--- src/rtl/wol_pkg.sv ---
// Constants, types and shared helpers of the wake-on-LAN receive filter.
// Assumes one receive byte stream and one plain register port per block.
package wol_pkg;

  // ===========================================================================
  // Register map.
  localparam int              DATA_W      = 16;
  localparam int              ADDR_W      = 16;
  localparam logic [15:0]     OFF_CFG     = 16'h0134;
  localparam logic [15:0]     OFF_STS     = 16'h0135;
  localparam logic [15:0]     OFF_DM_LO   = 16'h0136;
  localparam logic [15:0]     OFF_DM_MID  = 16'h0137;
  localparam logic [15:0]     OFF_DM_HI   = 16'h0138;
  localparam logic [15:0]     OFF_PW_LO   = 16'h0139;
  localparam logic [15:0]     OFF_PW_MID  = 16'h013a;
  localparam logic [15:0]     OFF_PW_HI   = 16'h013b;
  localparam logic [15:0]     OFF_PAT     = 16'h013c;
  localparam logic [15:0]     OFF_PMASK   = 16'h0160;
  localparam int              PAT_REGS    = 8;
  localparam int              PAT_BYTES   = 16;

  // ===========================================================================
  // Configuration fields, reset value and writable bits.
  localparam int              CFG_CLEAR   = 11;
  localparam int              CFG_LEN_LSB = 9;
  localparam int              CFG_LEVEL   = 8;
  localparam int              CFG_ENH     = 7;
  localparam int              CFG_PW_EN   = 5;
  localparam int              CFG_UC      = 4;
  localparam int              CFG_BC      = 2;
  localparam int              CFG_PAT     = 1;
  localparam int              CFG_MAG     = 0;
  localparam logic [15:0]     CFG_RESET   = 16'h0004;
  localparam logic [15:0]     CFG_WMASK   = 16'h07b7;
  localparam logic [15:0]     ZERO16      = 16'h0000;

  // ===========================================================================
  // Status flag positions.
  localparam int              ST_SFD      = 7;
  localparam int              ST_CRC      = 6;
  localparam int              ST_HACK     = 5;
  localparam int              ST_UC       = 4;
  localparam int              ST_BC       = 2;
  localparam int              ST_PAT      = 1;
  localparam int              ST_MAG      = 0;

  // ===========================================================================
  // Frame constants and timing counts.
  localparam logic [7:0]      PREAMBLE    = 8'h55;
  localparam logic [7:0]      SFD_BYTE    = 8'h5d;
  localparam logic [7:0]      ALL_ONES    = 8'hff;
  localparam logic [31:0]     CRC_INIT    = 32'hffffffff;
  localparam logic [31:0]     CRC_POLY    = 32'hedb88320;
  localparam logic [31:0]     CRC_RESIDUE = 32'hdebb20e3;
  localparam logic [2:0]      MAGIC_SYNC  = 3'h6;
  localparam logic [6:0]      MAGIC_REPS  = 7'h60;
  localparam logic [2:0]      ADDR_BYTES  = 3'h6;
  localparam logic [6:0]      PULSE_BASE  = 7'h08;

  // Receive framing states, one-hot.
  typedef enum logic [2:0] {
    RX_IDLE = 3'b001,
    RX_PRE  = 3'b010,
    RX_BODY = 3'b100
  } wol_rx_state_t;

  // Picks byte idx of a 48-bit value, byte 0 in the low bits.
  function automatic logic [7:0] byte_of(input logic [47:0] v,
                                         input logic [2:0]  idx);
    byte_of = v[idx*8 +: 8];
  endfunction : byte_of

endpackage : wol_pkg

--- src/rtl/wol_crc32.sv ---
// Byte-wise CRC-32 over the received frame body, FCS included.
// Assumes bytes arrive one per enabled clock on the same clock.
`timescale 1ns/10ps
module wol_crc32 (
  input  wire logic       clk_i,
  input  wire logic       rst_n_i,
  input  wire logic       ce_i,
  input  wire logic       start_i,
  input  wire logic       byte_vld_i,
  input  wire logic [7:0] byte_i,
  output logic            crc_ok_o
);

  logic [31:0] crc_r;
  logic [31:0] crc_nxt;

  // One byte of the reflected polynomial division.
  always_comb begin
    crc_nxt = crc_r ^ {24'h000000, byte_i};
    for (int b = 0; b < 8; b++) begin
      crc_nxt = crc_nxt[0] ? ((crc_nxt >> 1) ^ wol_pkg::CRC_POLY)
                           : (crc_nxt >> 1);
    end
  end

  // Register restarts at each delimiter; good frames leave the residue.
  always_ff @(posedge clk_i or negedge rst_n_i) begin
    if (!rst_n_i) begin
      crc_r    <= wol_pkg::CRC_INIT;
      crc_ok_o <= 1'b0;
    end else if (ce_i) begin
      if (start_i) begin
        crc_r    <= wol_pkg::CRC_INIT;
        crc_ok_o <= 1'b0;
      end else if (byte_vld_i) begin
        crc_r    <= crc_nxt;
        crc_ok_o <= (crc_nxt == wol_pkg::CRC_RESIDUE);
      end
    end
  end

endmodule : wol_crc32

--- src/rtl/wol_filter_top.sv ---
// Wake-on-LAN receive filter: frame parser, match logic, flag registers.
// Assumes receive bytes come from logic on ref_clk_i, one per enabled
// cycle while rx_dv_i is high, preamble first and FCS last.
//
// Functional notes
// - Writing one to the clear bit drops a level-mode wake; self-clearing.
// - Pulse mode width is 8, 16, 32 or 64 cycles by stretch field.
// - Output-mode bit one selects level mode, zero selects pulse mode.
// - Wake detection, CRC check and flags work only with enhanced enable.
// - Password enable requires the configured password after magic packets.
// - Unicast enable wakes on frames to the destination match address.
// - Broadcast enable wakes on broadcast frames; resets to one.
// - Pattern enable wakes on frames matching the configured byte pattern.
// - Magic enable wakes on magic packets.
// - Delimiter byte other than 0x5D sets the delimiter error flag.
// - A frame failing its CRC sets the bad checksum flag.
// - A magic packet failing the password check sets the attack flag.
// - A valid unicast frame sets the unicast seen flag.
// - A valid broadcast frame sets the broadcast seen flag.
// - A valid frame with the pattern sets the pattern seen flag.
// - A valid magic packet sets the magic seen flag.
// - Destination match is 48 bits in three registers, low first.
// - Wake password is 48 bits in three registers, low first.
// - Pattern stored two bytes per register; each byte maskable.
`timescale 1ns/10ps
module wol_filter_top (
  input  wire logic        ref_clk_i,
  input  wire logic        resetn_i,
  input  wire logic        ce_i,
  input  wire logic [15:0] addr_i,
  input  wire logic [15:0] wdata_i,
  input  wire logic        wr_i,
  input  wire logic        rd_i,
  output logic      [15:0] rdata_o,
  input  wire logic        rx_dv_i,
  input  wire logic [7:0]  rx_byte_i,
  output logic             wake_o
);

  // ===========================================================================
  // Reset release.
  logic rst_s1_r;
  logic rst_n;

  // Two flops release the asynchronous reset in step with the clock.
  always_ff @(posedge ref_clk_i or negedge resetn_i) begin
    if (!resetn_i) begin
      rst_s1_r <= 1'b0;
      rst_n    <= 1'b0;
    end else begin
      rst_s1_r <= 1'b1;
      rst_n    <= rst_s1_r;
    end
  end

  // ===========================================================================
  // Registers.
  logic [15:0] cfg_r;
  logic [15:0] sts_r;
  logic [15:0] sts_set;
  logic [47:0] dm_r;
  localparam int PAT_REGS_L = wol_pkg::PAT_REGS;
  logic [47:0] pw_r;
  logic [15:0] pat_mem [PAT_REGS_L];
  logic [15:0] pmask_r;
  logic        clr_pulse;
  logic        sts_rd;
  logic [15:0] rd_mux;

  assign sts_rd    = rd_i && (addr_i == wol_pkg::OFF_STS);
  // The clear bit is never stored: a write of one is a one-cycle pulse.
  assign clr_pulse = wr_i && (addr_i == wol_pkg::OFF_CFG)
                     && wdata_i[wol_pkg::CFG_CLEAR];

  // Configuration, match address, password and pattern storage.
  always_ff @(posedge ref_clk_i or negedge rst_n) begin
    if (!rst_n) begin
      cfg_r   <= wol_pkg::CFG_RESET;
      dm_r    <= 48'h000000000000;
      pw_r    <= 48'h000000000000;
      pmask_r <= wol_pkg::ZERO16;
      for (int i = 0; i < PAT_REGS_L; i++) begin
        pat_mem[i] <= wol_pkg::ZERO16;
      end
    end else if (ce_i && wr_i) begin
      case (addr_i)
        wol_pkg::OFF_CFG:    cfg_r <= wdata_i & wol_pkg::CFG_WMASK;
        wol_pkg::OFF_DM_LO:  dm_r[15:0]  <= wdata_i;
        wol_pkg::OFF_DM_MID: dm_r[31:16] <= wdata_i;
        wol_pkg::OFF_DM_HI:  dm_r[47:32] <= wdata_i;
        wol_pkg::OFF_PW_LO:  pw_r[15:0]  <= wdata_i;
        wol_pkg::OFF_PW_MID: pw_r[31:16] <= wdata_i;
        wol_pkg::OFF_PW_HI:  pw_r[47:32] <= wdata_i;
        wol_pkg::OFF_PMASK:  pmask_r <= wdata_i;
        default: begin
          if (addr_i >= wol_pkg::OFF_PAT &&
              addr_i < wol_pkg::OFF_PAT + 16'(PAT_REGS_L)) begin
            pat_mem[3'(addr_i - wol_pkg::OFF_PAT)] <= wdata_i;
          end
        end
      endcase
    end
  end

  // Read multiplexer; unmapped offsets read as zero.
  always_comb begin
    rd_mux = wol_pkg::ZERO16;
    case (addr_i)
      wol_pkg::OFF_CFG:    rd_mux = cfg_r;
      wol_pkg::OFF_STS:    rd_mux = sts_r;
      wol_pkg::OFF_DM_LO:  rd_mux = dm_r[15:0];
      wol_pkg::OFF_DM_MID: rd_mux = dm_r[31:16];
      wol_pkg::OFF_DM_HI:  rd_mux = dm_r[47:32];
      wol_pkg::OFF_PW_LO:  rd_mux = pw_r[15:0];
      wol_pkg::OFF_PW_MID: rd_mux = pw_r[31:16];
      wol_pkg::OFF_PW_HI:  rd_mux = pw_r[47:32];
      wol_pkg::OFF_PMASK:  rd_mux = pmask_r;
      default: begin
        if (addr_i >= wol_pkg::OFF_PAT &&
            addr_i < wol_pkg::OFF_PAT + 16'(PAT_REGS_L)) begin
          rd_mux = pat_mem[3'(addr_i - wol_pkg::OFF_PAT)];
        end
      end
    endcase
  end

  // Read data stands only in the cycle after the read strobe.
  always_ff @(posedge ref_clk_i or negedge rst_n) begin
    if (!rst_n) begin
      rdata_o <= wol_pkg::ZERO16;
    end else if (ce_i) begin
      rdata_o <= rd_i ? rd_mux : wol_pkg::ZERO16;
    end
  end

  // Sticky flags; a new event wins over the clearing read.
  always_ff @(posedge ref_clk_i or negedge rst_n) begin
    if (!rst_n) begin
      sts_r <= wol_pkg::ZERO16;
    end else if (ce_i) begin
      sts_r <= (sts_rd ? wol_pkg::ZERO16 : sts_r) | sts_set;
    end
  end

  // ===========================================================================
  // Frame parser.
  wol_pkg::wol_rx_state_t state_r;
  logic [10:0] idx_r;
  logic        body_byte;
  logic        sfd_seen;
  logic        frame_end;
  logic        crc_ok;
  logic [47:0] da_r;
  logic        pat_ok_r;
  logic        enh;

  assign enh       = cfg_r[wol_pkg::CFG_ENH];
  assign body_byte = (state_r == wol_pkg::RX_BODY) && rx_dv_i;
  assign sfd_seen  = (state_r != wol_pkg::RX_BODY) && rx_dv_i
                     && (rx_byte_i != wol_pkg::PREAMBLE);
  assign frame_end = (state_r == wol_pkg::RX_BODY) && !rx_dv_i;

  // Preamble is skipped; the first other byte is taken as the delimiter.
  always_ff @(posedge ref_clk_i or negedge rst_n) begin
    if (!rst_n) begin
      state_r <= wol_pkg::RX_IDLE;
      idx_r   <= 11'h000;
    end else if (ce_i) begin
      case (state_r)
        wol_pkg::RX_IDLE, wol_pkg::RX_PRE: begin
          idx_r <= 11'h000;
          if (sfd_seen) begin
            state_r <= wol_pkg::RX_BODY;
          end else if (rx_dv_i) begin
            state_r <= wol_pkg::RX_PRE;
          end else begin
            state_r <= wol_pkg::RX_IDLE;
          end
        end
        wol_pkg::RX_BODY: begin
          if (!rx_dv_i) begin
            state_r <= wol_pkg::RX_IDLE;
          end else if (idx_r != 11'h7ff) begin
            idx_r <= idx_r + 11'h001;
          end
        end
        default: state_r <= wol_pkg::RX_IDLE;
      endcase
    end
  end

  wol_crc32 u_crc (
    .clk_i      (ref_clk_i),
    .rst_n_i    (rst_n),
    .ce_i       (ce_i),
    .start_i    (sfd_seen),
    .byte_vld_i (body_byte),
    .byte_i     (rx_byte_i),
    .crc_ok_o   (crc_ok)
  );

  // Destination address capture and masked pattern compare.
  always_ff @(posedge ref_clk_i or negedge rst_n) begin
    if (!rst_n) begin
      da_r     <= 48'h000000000000;
      pat_ok_r <= 1'b0;
    end else if (ce_i) begin
      if (sfd_seen) begin
        pat_ok_r <= 1'b1;
      end else if (body_byte) begin
        if (idx_r < 11'(wol_pkg::ADDR_BYTES)) begin
          da_r[idx_r[2:0]*8 +: 8] <= rx_byte_i;
        end
        if (idx_r < 11'(wol_pkg::PAT_BYTES) && !pmask_r[idx_r[3:0]] &&
            rx_byte_i != pat_mem[idx_r[3:1]][idx_r[0]*8 +: 8]) begin
          pat_ok_r <= 1'b0;
        end
      end
    end
  end

  // ===========================================================================
  // Magic packet search: six sync bytes, sixteen address copies, password.
  logic [2:0] ff_cnt_r;
  logic [2:0] ai_r;
  logic [6:0] mag_cnt_r;
  logic       mag_found_r;
  logic [2:0] pw_idx_r;
  logic       pw_ok_r;
  logic       pw_good;
  logic       addr_hit;

  assign addr_hit = rx_byte_i == wol_pkg::byte_of(dm_r, ai_r);
  assign pw_good  = pw_ok_r && (pw_idx_r == wol_pkg::ADDR_BYTES);

  always_ff @(posedge ref_clk_i or negedge rst_n) begin
    if (!rst_n) begin
      ff_cnt_r    <= 3'h0;
      ai_r        <= 3'h0;
      mag_cnt_r   <= 7'h00;
      mag_found_r <= 1'b0;
      pw_idx_r    <= 3'h0;
      pw_ok_r     <= 1'b0;
    end else if (ce_i) begin
      if (sfd_seen) begin
        ff_cnt_r    <= 3'h0;
        ai_r        <= 3'h0;
        mag_cnt_r   <= 7'h00;
        mag_found_r <= 1'b0;
        pw_idx_r    <= 3'h0;
        pw_ok_r     <= 1'b1;
      end else if (body_byte && mag_found_r) begin
        if (pw_idx_r != wol_pkg::ADDR_BYTES) begin
          pw_idx_r <= pw_idx_r + 3'h1;
          if (rx_byte_i != wol_pkg::byte_of(pw_r, pw_idx_r)) begin
            pw_ok_r <= 1'b0;
          end
        end
      end else if (body_byte) begin
        if (ff_cnt_r == wol_pkg::MAGIC_SYNC && addr_hit) begin
          ai_r      <= (ai_r == wol_pkg::ADDR_BYTES - 3'h1) ? 3'h0
                                                           : ai_r + 3'h1;
          mag_cnt_r <= mag_cnt_r + 7'h01;
          if (mag_cnt_r == wol_pkg::MAGIC_REPS - 7'h01) begin
            mag_found_r <= 1'b1;
          end
        end else begin
          ai_r      <= 3'h0;
          mag_cnt_r <= 7'h00;
          if (rx_byte_i != wol_pkg::ALL_ONES) begin
            ff_cnt_r <= 3'h0;
          end else if (ff_cnt_r != wol_pkg::MAGIC_SYNC) begin
            ff_cnt_r <= ff_cnt_r + 3'h1;
          end
        end
      end
    end
  end

  // ===========================================================================
  // Frame verdicts, flags and wake trigger.
  logic uc_hit;
  logic bc_hit;
  logic pat_hit;
  logic mag_hit;
  logic hack_hit;
  logic wake_trig;
  logic pw_en;

  assign pw_en    = cfg_r[wol_pkg::CFG_PW_EN];
  assign uc_hit   = crc_ok && (da_r == dm_r);
  assign bc_hit   = crc_ok && (da_r == {6{wol_pkg::ALL_ONES}});
  assign pat_hit  = crc_ok && pat_ok_r
                    && (idx_r >= 11'(wol_pkg::PAT_BYTES));
  assign mag_hit  = crc_ok && mag_found_r && (!pw_en || pw_good);
  assign hack_hit = mag_found_r && pw_en && !pw_good;

  // Flags are raised only while the enhanced receive features are on.
  always_comb begin
    sts_set = wol_pkg::ZERO16;
    if (enh && ce_i) begin
      sts_set[wol_pkg::ST_SFD]  = sfd_seen
                                  && rx_byte_i != wol_pkg::SFD_BYTE;
      sts_set[wol_pkg::ST_CRC]  = frame_end && !crc_ok;
      sts_set[wol_pkg::ST_HACK] = frame_end && hack_hit;
      sts_set[wol_pkg::ST_UC]   = frame_end && uc_hit;
      sts_set[wol_pkg::ST_BC]   = frame_end && bc_hit;
      sts_set[wol_pkg::ST_PAT]  = frame_end && pat_hit;
      sts_set[wol_pkg::ST_MAG]  = frame_end && mag_hit;
    end
  end

  // With enhanced enable on, any enabled match at frame end fires the wake output.
  assign wake_trig = enh && frame_end && (
      (cfg_r[wol_pkg::CFG_UC]  && uc_hit)   ||
      (cfg_r[wol_pkg::CFG_BC]  && bc_hit)   ||
      (cfg_r[wol_pkg::CFG_PAT] && pat_hit)  ||
      (cfg_r[wol_pkg::CFG_MAG] && mag_hit));

  wol_wake_out u_wake (
    .clk_i       (ref_clk_i),
    .rst_n_i     (rst_n),
    .ce_i        (ce_i),
    .trig_i      (wake_trig),
    .level_sel_i (cfg_r[wol_pkg::CFG_LEVEL]),
    .len_sel_i   (cfg_r[wol_pkg::CFG_LEN_LSB +: 2]),
    .clear_i     (clr_pulse),
    .wake_o      (wake_o)
  );

  // ===========================================================================
  // Checks.
  a_bcast_reset: assert property (@(posedge ref_clk_i)
    $rose(rst_n) |-> cfg_r[wol_pkg::CFG_BC])
    else $error("broadcast enable not set after reset");

  a_enh_gate: assert property (@(posedge ref_clk_i)
    disable iff (!rst_n) !enh |-> !wake_trig && sts_set == wol_pkg::ZERO16)
    else $error("event raised with enhanced receive off");

  a_sfd_flag: assert property (@(posedge ref_clk_i)
    disable iff (!rst_n) enh && ce_i && sfd_seen
    && rx_byte_i != wol_pkg::SFD_BYTE |=> sts_r[wol_pkg::ST_SFD])
    else $error("delimiter error not flagged");

  a_crc_flag: assert property (@(posedge ref_clk_i)
    disable iff (!rst_n) enh && ce_i && frame_end && !crc_ok
    |=> sts_r[wol_pkg::ST_CRC])
    else $error("bad checksum not flagged");
  a_hack_flag: assert property (@(posedge ref_clk_i)
    disable iff (!rst_n) enh && ce_i && frame_end && mag_found_r
    && pw_en && !pw_good |=> sts_r[wol_pkg::ST_HACK] && !sts_r[wol_pkg::ST_MAG])
    else $error("password attack not flagged");

  a_uc_wake: assert property (@(posedge ref_clk_i)
    disable iff (!rst_n) enh && ce_i && frame_end && crc_ok
    && da_r == dm_r && cfg_r[wol_pkg::CFG_UC]
    |=> wake_o && sts_r[wol_pkg::ST_UC])
    else $error("unicast match did not wake");
  a_status_rc: assert property (@(posedge ref_clk_i)
    disable iff (!rst_n) ce_i && sts_rd && sts_set == wol_pkg::ZERO16
    |=> sts_r == wol_pkg::ZERO16 && rdata_o == $past(sts_r))
    else $error("status read did not return and clear");

  a_magic_flag: assert property (@(posedge ref_clk_i)
    disable iff (!rst_n) enh && ce_i && frame_end && crc_ok && mag_found_r
    && !pw_en |=> sts_r[wol_pkg::ST_MAG])
    else $error("magic packet not flagged");

endmodule : wol_filter_top

--- src/rtl/wol_wake_out.sv ---
// Wake output driver: a stretched pulse or a level held until cleared.
// Assumes trigger and clear are one-cycle pulses on the same clock.
`timescale 1ns/10ps
module wol_wake_out (
  input  wire logic       clk_i,
  input  wire logic       rst_n_i,
  input  wire logic       ce_i,
  input  wire logic       trig_i,
  input  wire logic       level_sel_i,
  input  wire logic [1:0] len_sel_i,
  input  wire logic       clear_i,
  output logic            wake_o
);

  logic [6:0] cnt_r;
  logic [6:0] len;
  logic [6:0] hi_cnt_r;

  // Pulse length is 8 cycles doubled per step of the select field.
  assign len = wol_pkg::PULSE_BASE << len_sel_i;

  // A new event wins over a clear in the same cycle.
  always_ff @(posedge clk_i or negedge rst_n_i) begin
    if (!rst_n_i) begin
      wake_o <= 1'b0;
      cnt_r  <= 7'h00;
    end else if (ce_i) begin
      if (trig_i) begin
        wake_o <= 1'b1;
        cnt_r  <= len;
      end else if (level_sel_i) begin
        if (clear_i) begin
          wake_o <= 1'b0;
        end
      end else if (wake_o) begin
        cnt_r <= cnt_r - 7'h01;
        if (cnt_r == 7'h01) begin
          wake_o <= 1'b0;
        end
      end
    end
  end

  // Counts enabled high cycles of the output for the width check.
  always_ff @(posedge clk_i or negedge rst_n_i) begin
    if (!rst_n_i) begin
      hi_cnt_r <= 7'h00;
    end else if (ce_i) begin
      hi_cnt_r <= (wake_o && !trig_i) ? hi_cnt_r + 7'h01 : 7'h00;
    end
  end

  a_level_clear: assert property (@(posedge clk_i)
    disable iff (!rst_n_i)
    ce_i && level_sel_i && clear_i && !trig_i |=> !wake_o)
    else $error("level wake output not cleared");

  a_pulse_width: assert property (@(posedge clk_i)
    disable iff (!rst_n_i)
    ce_i && !level_sel_i && !trig_i && wake_o && cnt_r == 7'h01
    |-> hi_cnt_r + 7'h01 == (wol_pkg::PULSE_BASE << len_sel_i))
    else $error("wake pulse width wrong");

endmodule : wol_wake_out
--- config.mk ---
export PLATFORM = sky130hd
export DESIGN_NAME = wol_filter_top
export DESIGN_NICKNAME = d
export VERILOG_FILES = /design/src/rtl/wol_pkg.sv /design/src/rtl/wol_crc32.sv /design/src/rtl/wol_filter_top.sv /design/src/rtl/wol_wake_out.sv
export SDC_FILE = /design/constraint.sdc
export NUM_CORES = 1
export LEC_CHECK = 0
export ABC_AREA = 1
export BUFFER_PORTS_ARGS = -buffer_cell sky130_fd_sc_hd__buf_2
export CORE_MARGIN = 5
export CORE_UTILIZATION = 40
export CTS_CLUSTER_SIZE = 25
export DETAILED_ROUTE_END_ITERATION = 8
export RECOVER_POWER = 25
export SLEW_MARGIN = 10
export SYNTH_ARGS = -nofsm -noshare
export SYNTH_HDL_FRONTEND = slang
export SYNTH_HIERARCHICAL = 1
export SYNTH_SLANG_ARGS = --single-unit
--- constraint.sdc ---
create_clock -name ref_clk_i -period 14.6 [get_ports ref_clk_i]
set_clock_uncertainty 0.15 [all_clocks]
set_input_delay 0.73 -clock ref_clk_i [delete_from_list [all_inputs] [get_ports ref_clk_i]]
set_output_delay 0.73 -clock ref_clk_i [all_outputs]
set_load 0.02 [all_outputs]
==> impl_metrics.toml <==
[run_status]
status = "finished with violations"
violations = "capacitance limit, slew limit"

[clock_network]
clkTransAtPathRegs_ps = 60
cts.sinks = 396
root_buffer = "clkbuf_16"
worstSkewPairLatency_ps = 610
cts.htree.levels = 2
clockBufferDepth = 3
tritoncts = "yes"
cts_setup_buffers = 0
numCtsBuffers = 46

[global_routing]
overflow = 0
grt_pass1_wl_mm = 129
track_usage = 0.263
antenna_found_initial = 3
grt_max_degree = 88
grt_pass1_vias = 20500

[floorplan]
coreArea_um2 = 57500
core.rowCount = 88
die_h_um = 250
die_w_um = 250
ios = 63
dieArea_um2 = 62600
initial_core_util = 0.402

[synthesis]
synth.top_cell.area_share = 0.392
synth_nets = 3289
synthesis.area_um2 = 23100
yosys_warnings = 6
yosysMostFrequentCell = "nand2_1"
netlist_top_cells_count = "nand2_1 (1037), dfrtp_1 (362), inv_1 (339)"
synth.area.top_cells = "dfrtp_1 (39%), nand2_1 (17%), nand3_1 (5.8%), inv_1 (5.5%), o21ai_0 (5.4%)"
yosysSeqAreaShare = 0.431
ys_async_sr_fraction = 1.00
avgSynthCellArea_um2 = 7.15
synth_edf_count = 0
synth_seq_cells = 396
yosys.area.top_type = "dfrtp_1"
ys.flop_type = "dfrtp_1"
postSynthCellCount = 3232
yosysUniqueCellTypes = 53

[critical_path]
cp-start-kind = "flip-flop"
path_buf_inv = 1
cp_cell_sequence = "clkbuf_1"
end_kind = "asynchronous set/reset pin"
crit_required_ps = 14070
path_delay_family = "buffers and inverters"
r2r-start = "rst_n"
cpMaxStageDelayCell = "clkbuf_1"
worstPathArrival_ps = 5020
criticalPathCategory = "flip-flop to asynchronous set/reset pin"
crit_path_start = "rst_n"
max_stage_delay_ps = 2580
worst-path-max-fanout = 64

[finish]
fill_cells = 6036
regArea_um2 = 9950
utilization = 0.443
final_nets = 3263
areaGrowthSynthToFinish_pct = 10.3
multiInputGateArea_um2 = 11100
drive_gt1_frac = 0.0894

[power]
vdd_drop_max_uv = 90.5
seqPwrFrac = 0.370
p_sw_frac = 0.337
combPwrFrac = 0.236
internal_power_mw = 2.20
clkPwrFrac = 0.394
netSwitchingPower_mw = 1.12
power_density_nw_per_um2 = 130
power.leakage_nw = 11.9

[sta]
min_period_ps = 5550
max_freq_ghz = 0.180
hold_ws_ps = 205
drv_slew = 255
slew_headroom = -1.49
worst_slew_pin_slew_ps = 3740
min_period_over_period = 0.380
final_hold_viol_count = 0
rsz0062_at_grt = "false"
layout_setup_ws_ps = 9050
setup_tns_ps = 0
finalSetupViolCount = 0

[placed_design]
routabilityCongestion = 0.980
post-place-ws_ps = 10210
hpwl_mm = 60.0
portBuffers = 62

[detailed_routing]
firstDrtPassIters = 8
num_vias = 22300
dr.first_iter.drc_count = 2515
drt_drc_violations_left = 0
wl_per_cell_um = 21.3
antenna_left = 0
drt_wl_total_mm = 85.2
routed_via_density = 5.56

[hold_path]
worstHoldStart = "rst_s1_r"
holdCritPathClass = "flip-flop to flip-flop"

[job]
maxCapViolCount = 4
[state kept, by name, indices dropped and copies added, names as in the netlist, 9 cells and up]
register and count:
cfg_r 9, da_r 48, dm_r 48, idx_r 11, pat_mem 128, pmask_r 16
pw_r 48, rdata_o 16, u_crc/crc_r 32
[kinds of logic (layout without fill, tap and decap cells)]
logic type	after synthesis	count (layout)	synth area share
other	1	2	0.000162
DFF	396	396	0.431
and+or+nand+nor	1643	1643	0.306
muxes	2	2	0.000975
xor gates and xnor gates	35	35	0.0139
AOI/OAI and AO/OA	622	622	0.151
buffers and inverters	522	533	0.0905
adders and majority gates	11	11	0.00596
[path summary, 6_finish.rpt]
path	endpoint	slack (ps)	cells after the start
max	idx_r[1]	9050	1
min	rst_n	210	0
max reg2reg	idx_r[1]	9050	1
min reg2reg	rst_n	210	0
max in group ref_clk_i	u_wake/cnt_r[5]	10370	19
min in group asynchronous	rst_s1_r	400	2
[area by class of cell]
type                    instances  area share
clock buffers                  60      0.0508
diodes                          1   0.0000982
flip-flops and latches        396       0.391
multi-input cells            2314       0.434
clock inverters                25      0.0161
inverters                     367      0.0543
well taps                     765      0.0376
repair buffers                 81      0.0167
[cells in the final DEF (no fill, tap or decap), types with 19 or more instances in the layout]
cell type / n
clkbuf_1: 23
o21ai_0: 248
nor3_1: 28
o22ai_1: 73
dfstp_2: 34
o2111ai_1: 19
o211ai_1: 45
nand2_1: 1037
nand4_1: 48
inv_1: 339
xor2_1: 29
nand2_2: 40
dfrtp_1: 361
nor2_1: 163
o21ai_1: 146
nand3_1: 266
a21oi_1: 55
buf_2: 47
clkbuf_16: 46
[routing by layer]
metal,vias up,track usage,wire length (um)
li1,10500,-,-
met1,10600,0.375,37200
met2,999,0.408,37500
met3,187,0.0425,7220
met4,2,0.0915,3260
met5,-,0,16
[timing repair]
item | 4_1_cts | 5_1_grt
resized for setup | 0 | 0
hold endpoints to repair | 2 | 0
hold buffers | 1 | 0
[through the flow]
step	cell area [um^2]	total power [mW]	std cells
6_report	25500	3.32	4009
4_1_cts	25500	3.32	4008
3_5_place_dp	23800	2.02	3922
3_3_place_gp	23800	2.01	3922
5_1_grt	25500	3.46	4008
2_1_floorplan	23100	1.79	3232
[power by group through the flow]
stage               clock network (mW)  logic (mW)  registers (mW)
global placement                     0       0.765            1.25
finish                            1.31       0.782            1.23
CTS                               1.32       0.773            1.23
detailed placement                   0       0.770            1.25
floorplan                            0       0.547            1.25
global route                      1.37       0.863            1.24
No activity file was read; power rests on OpenSTA's default activity.
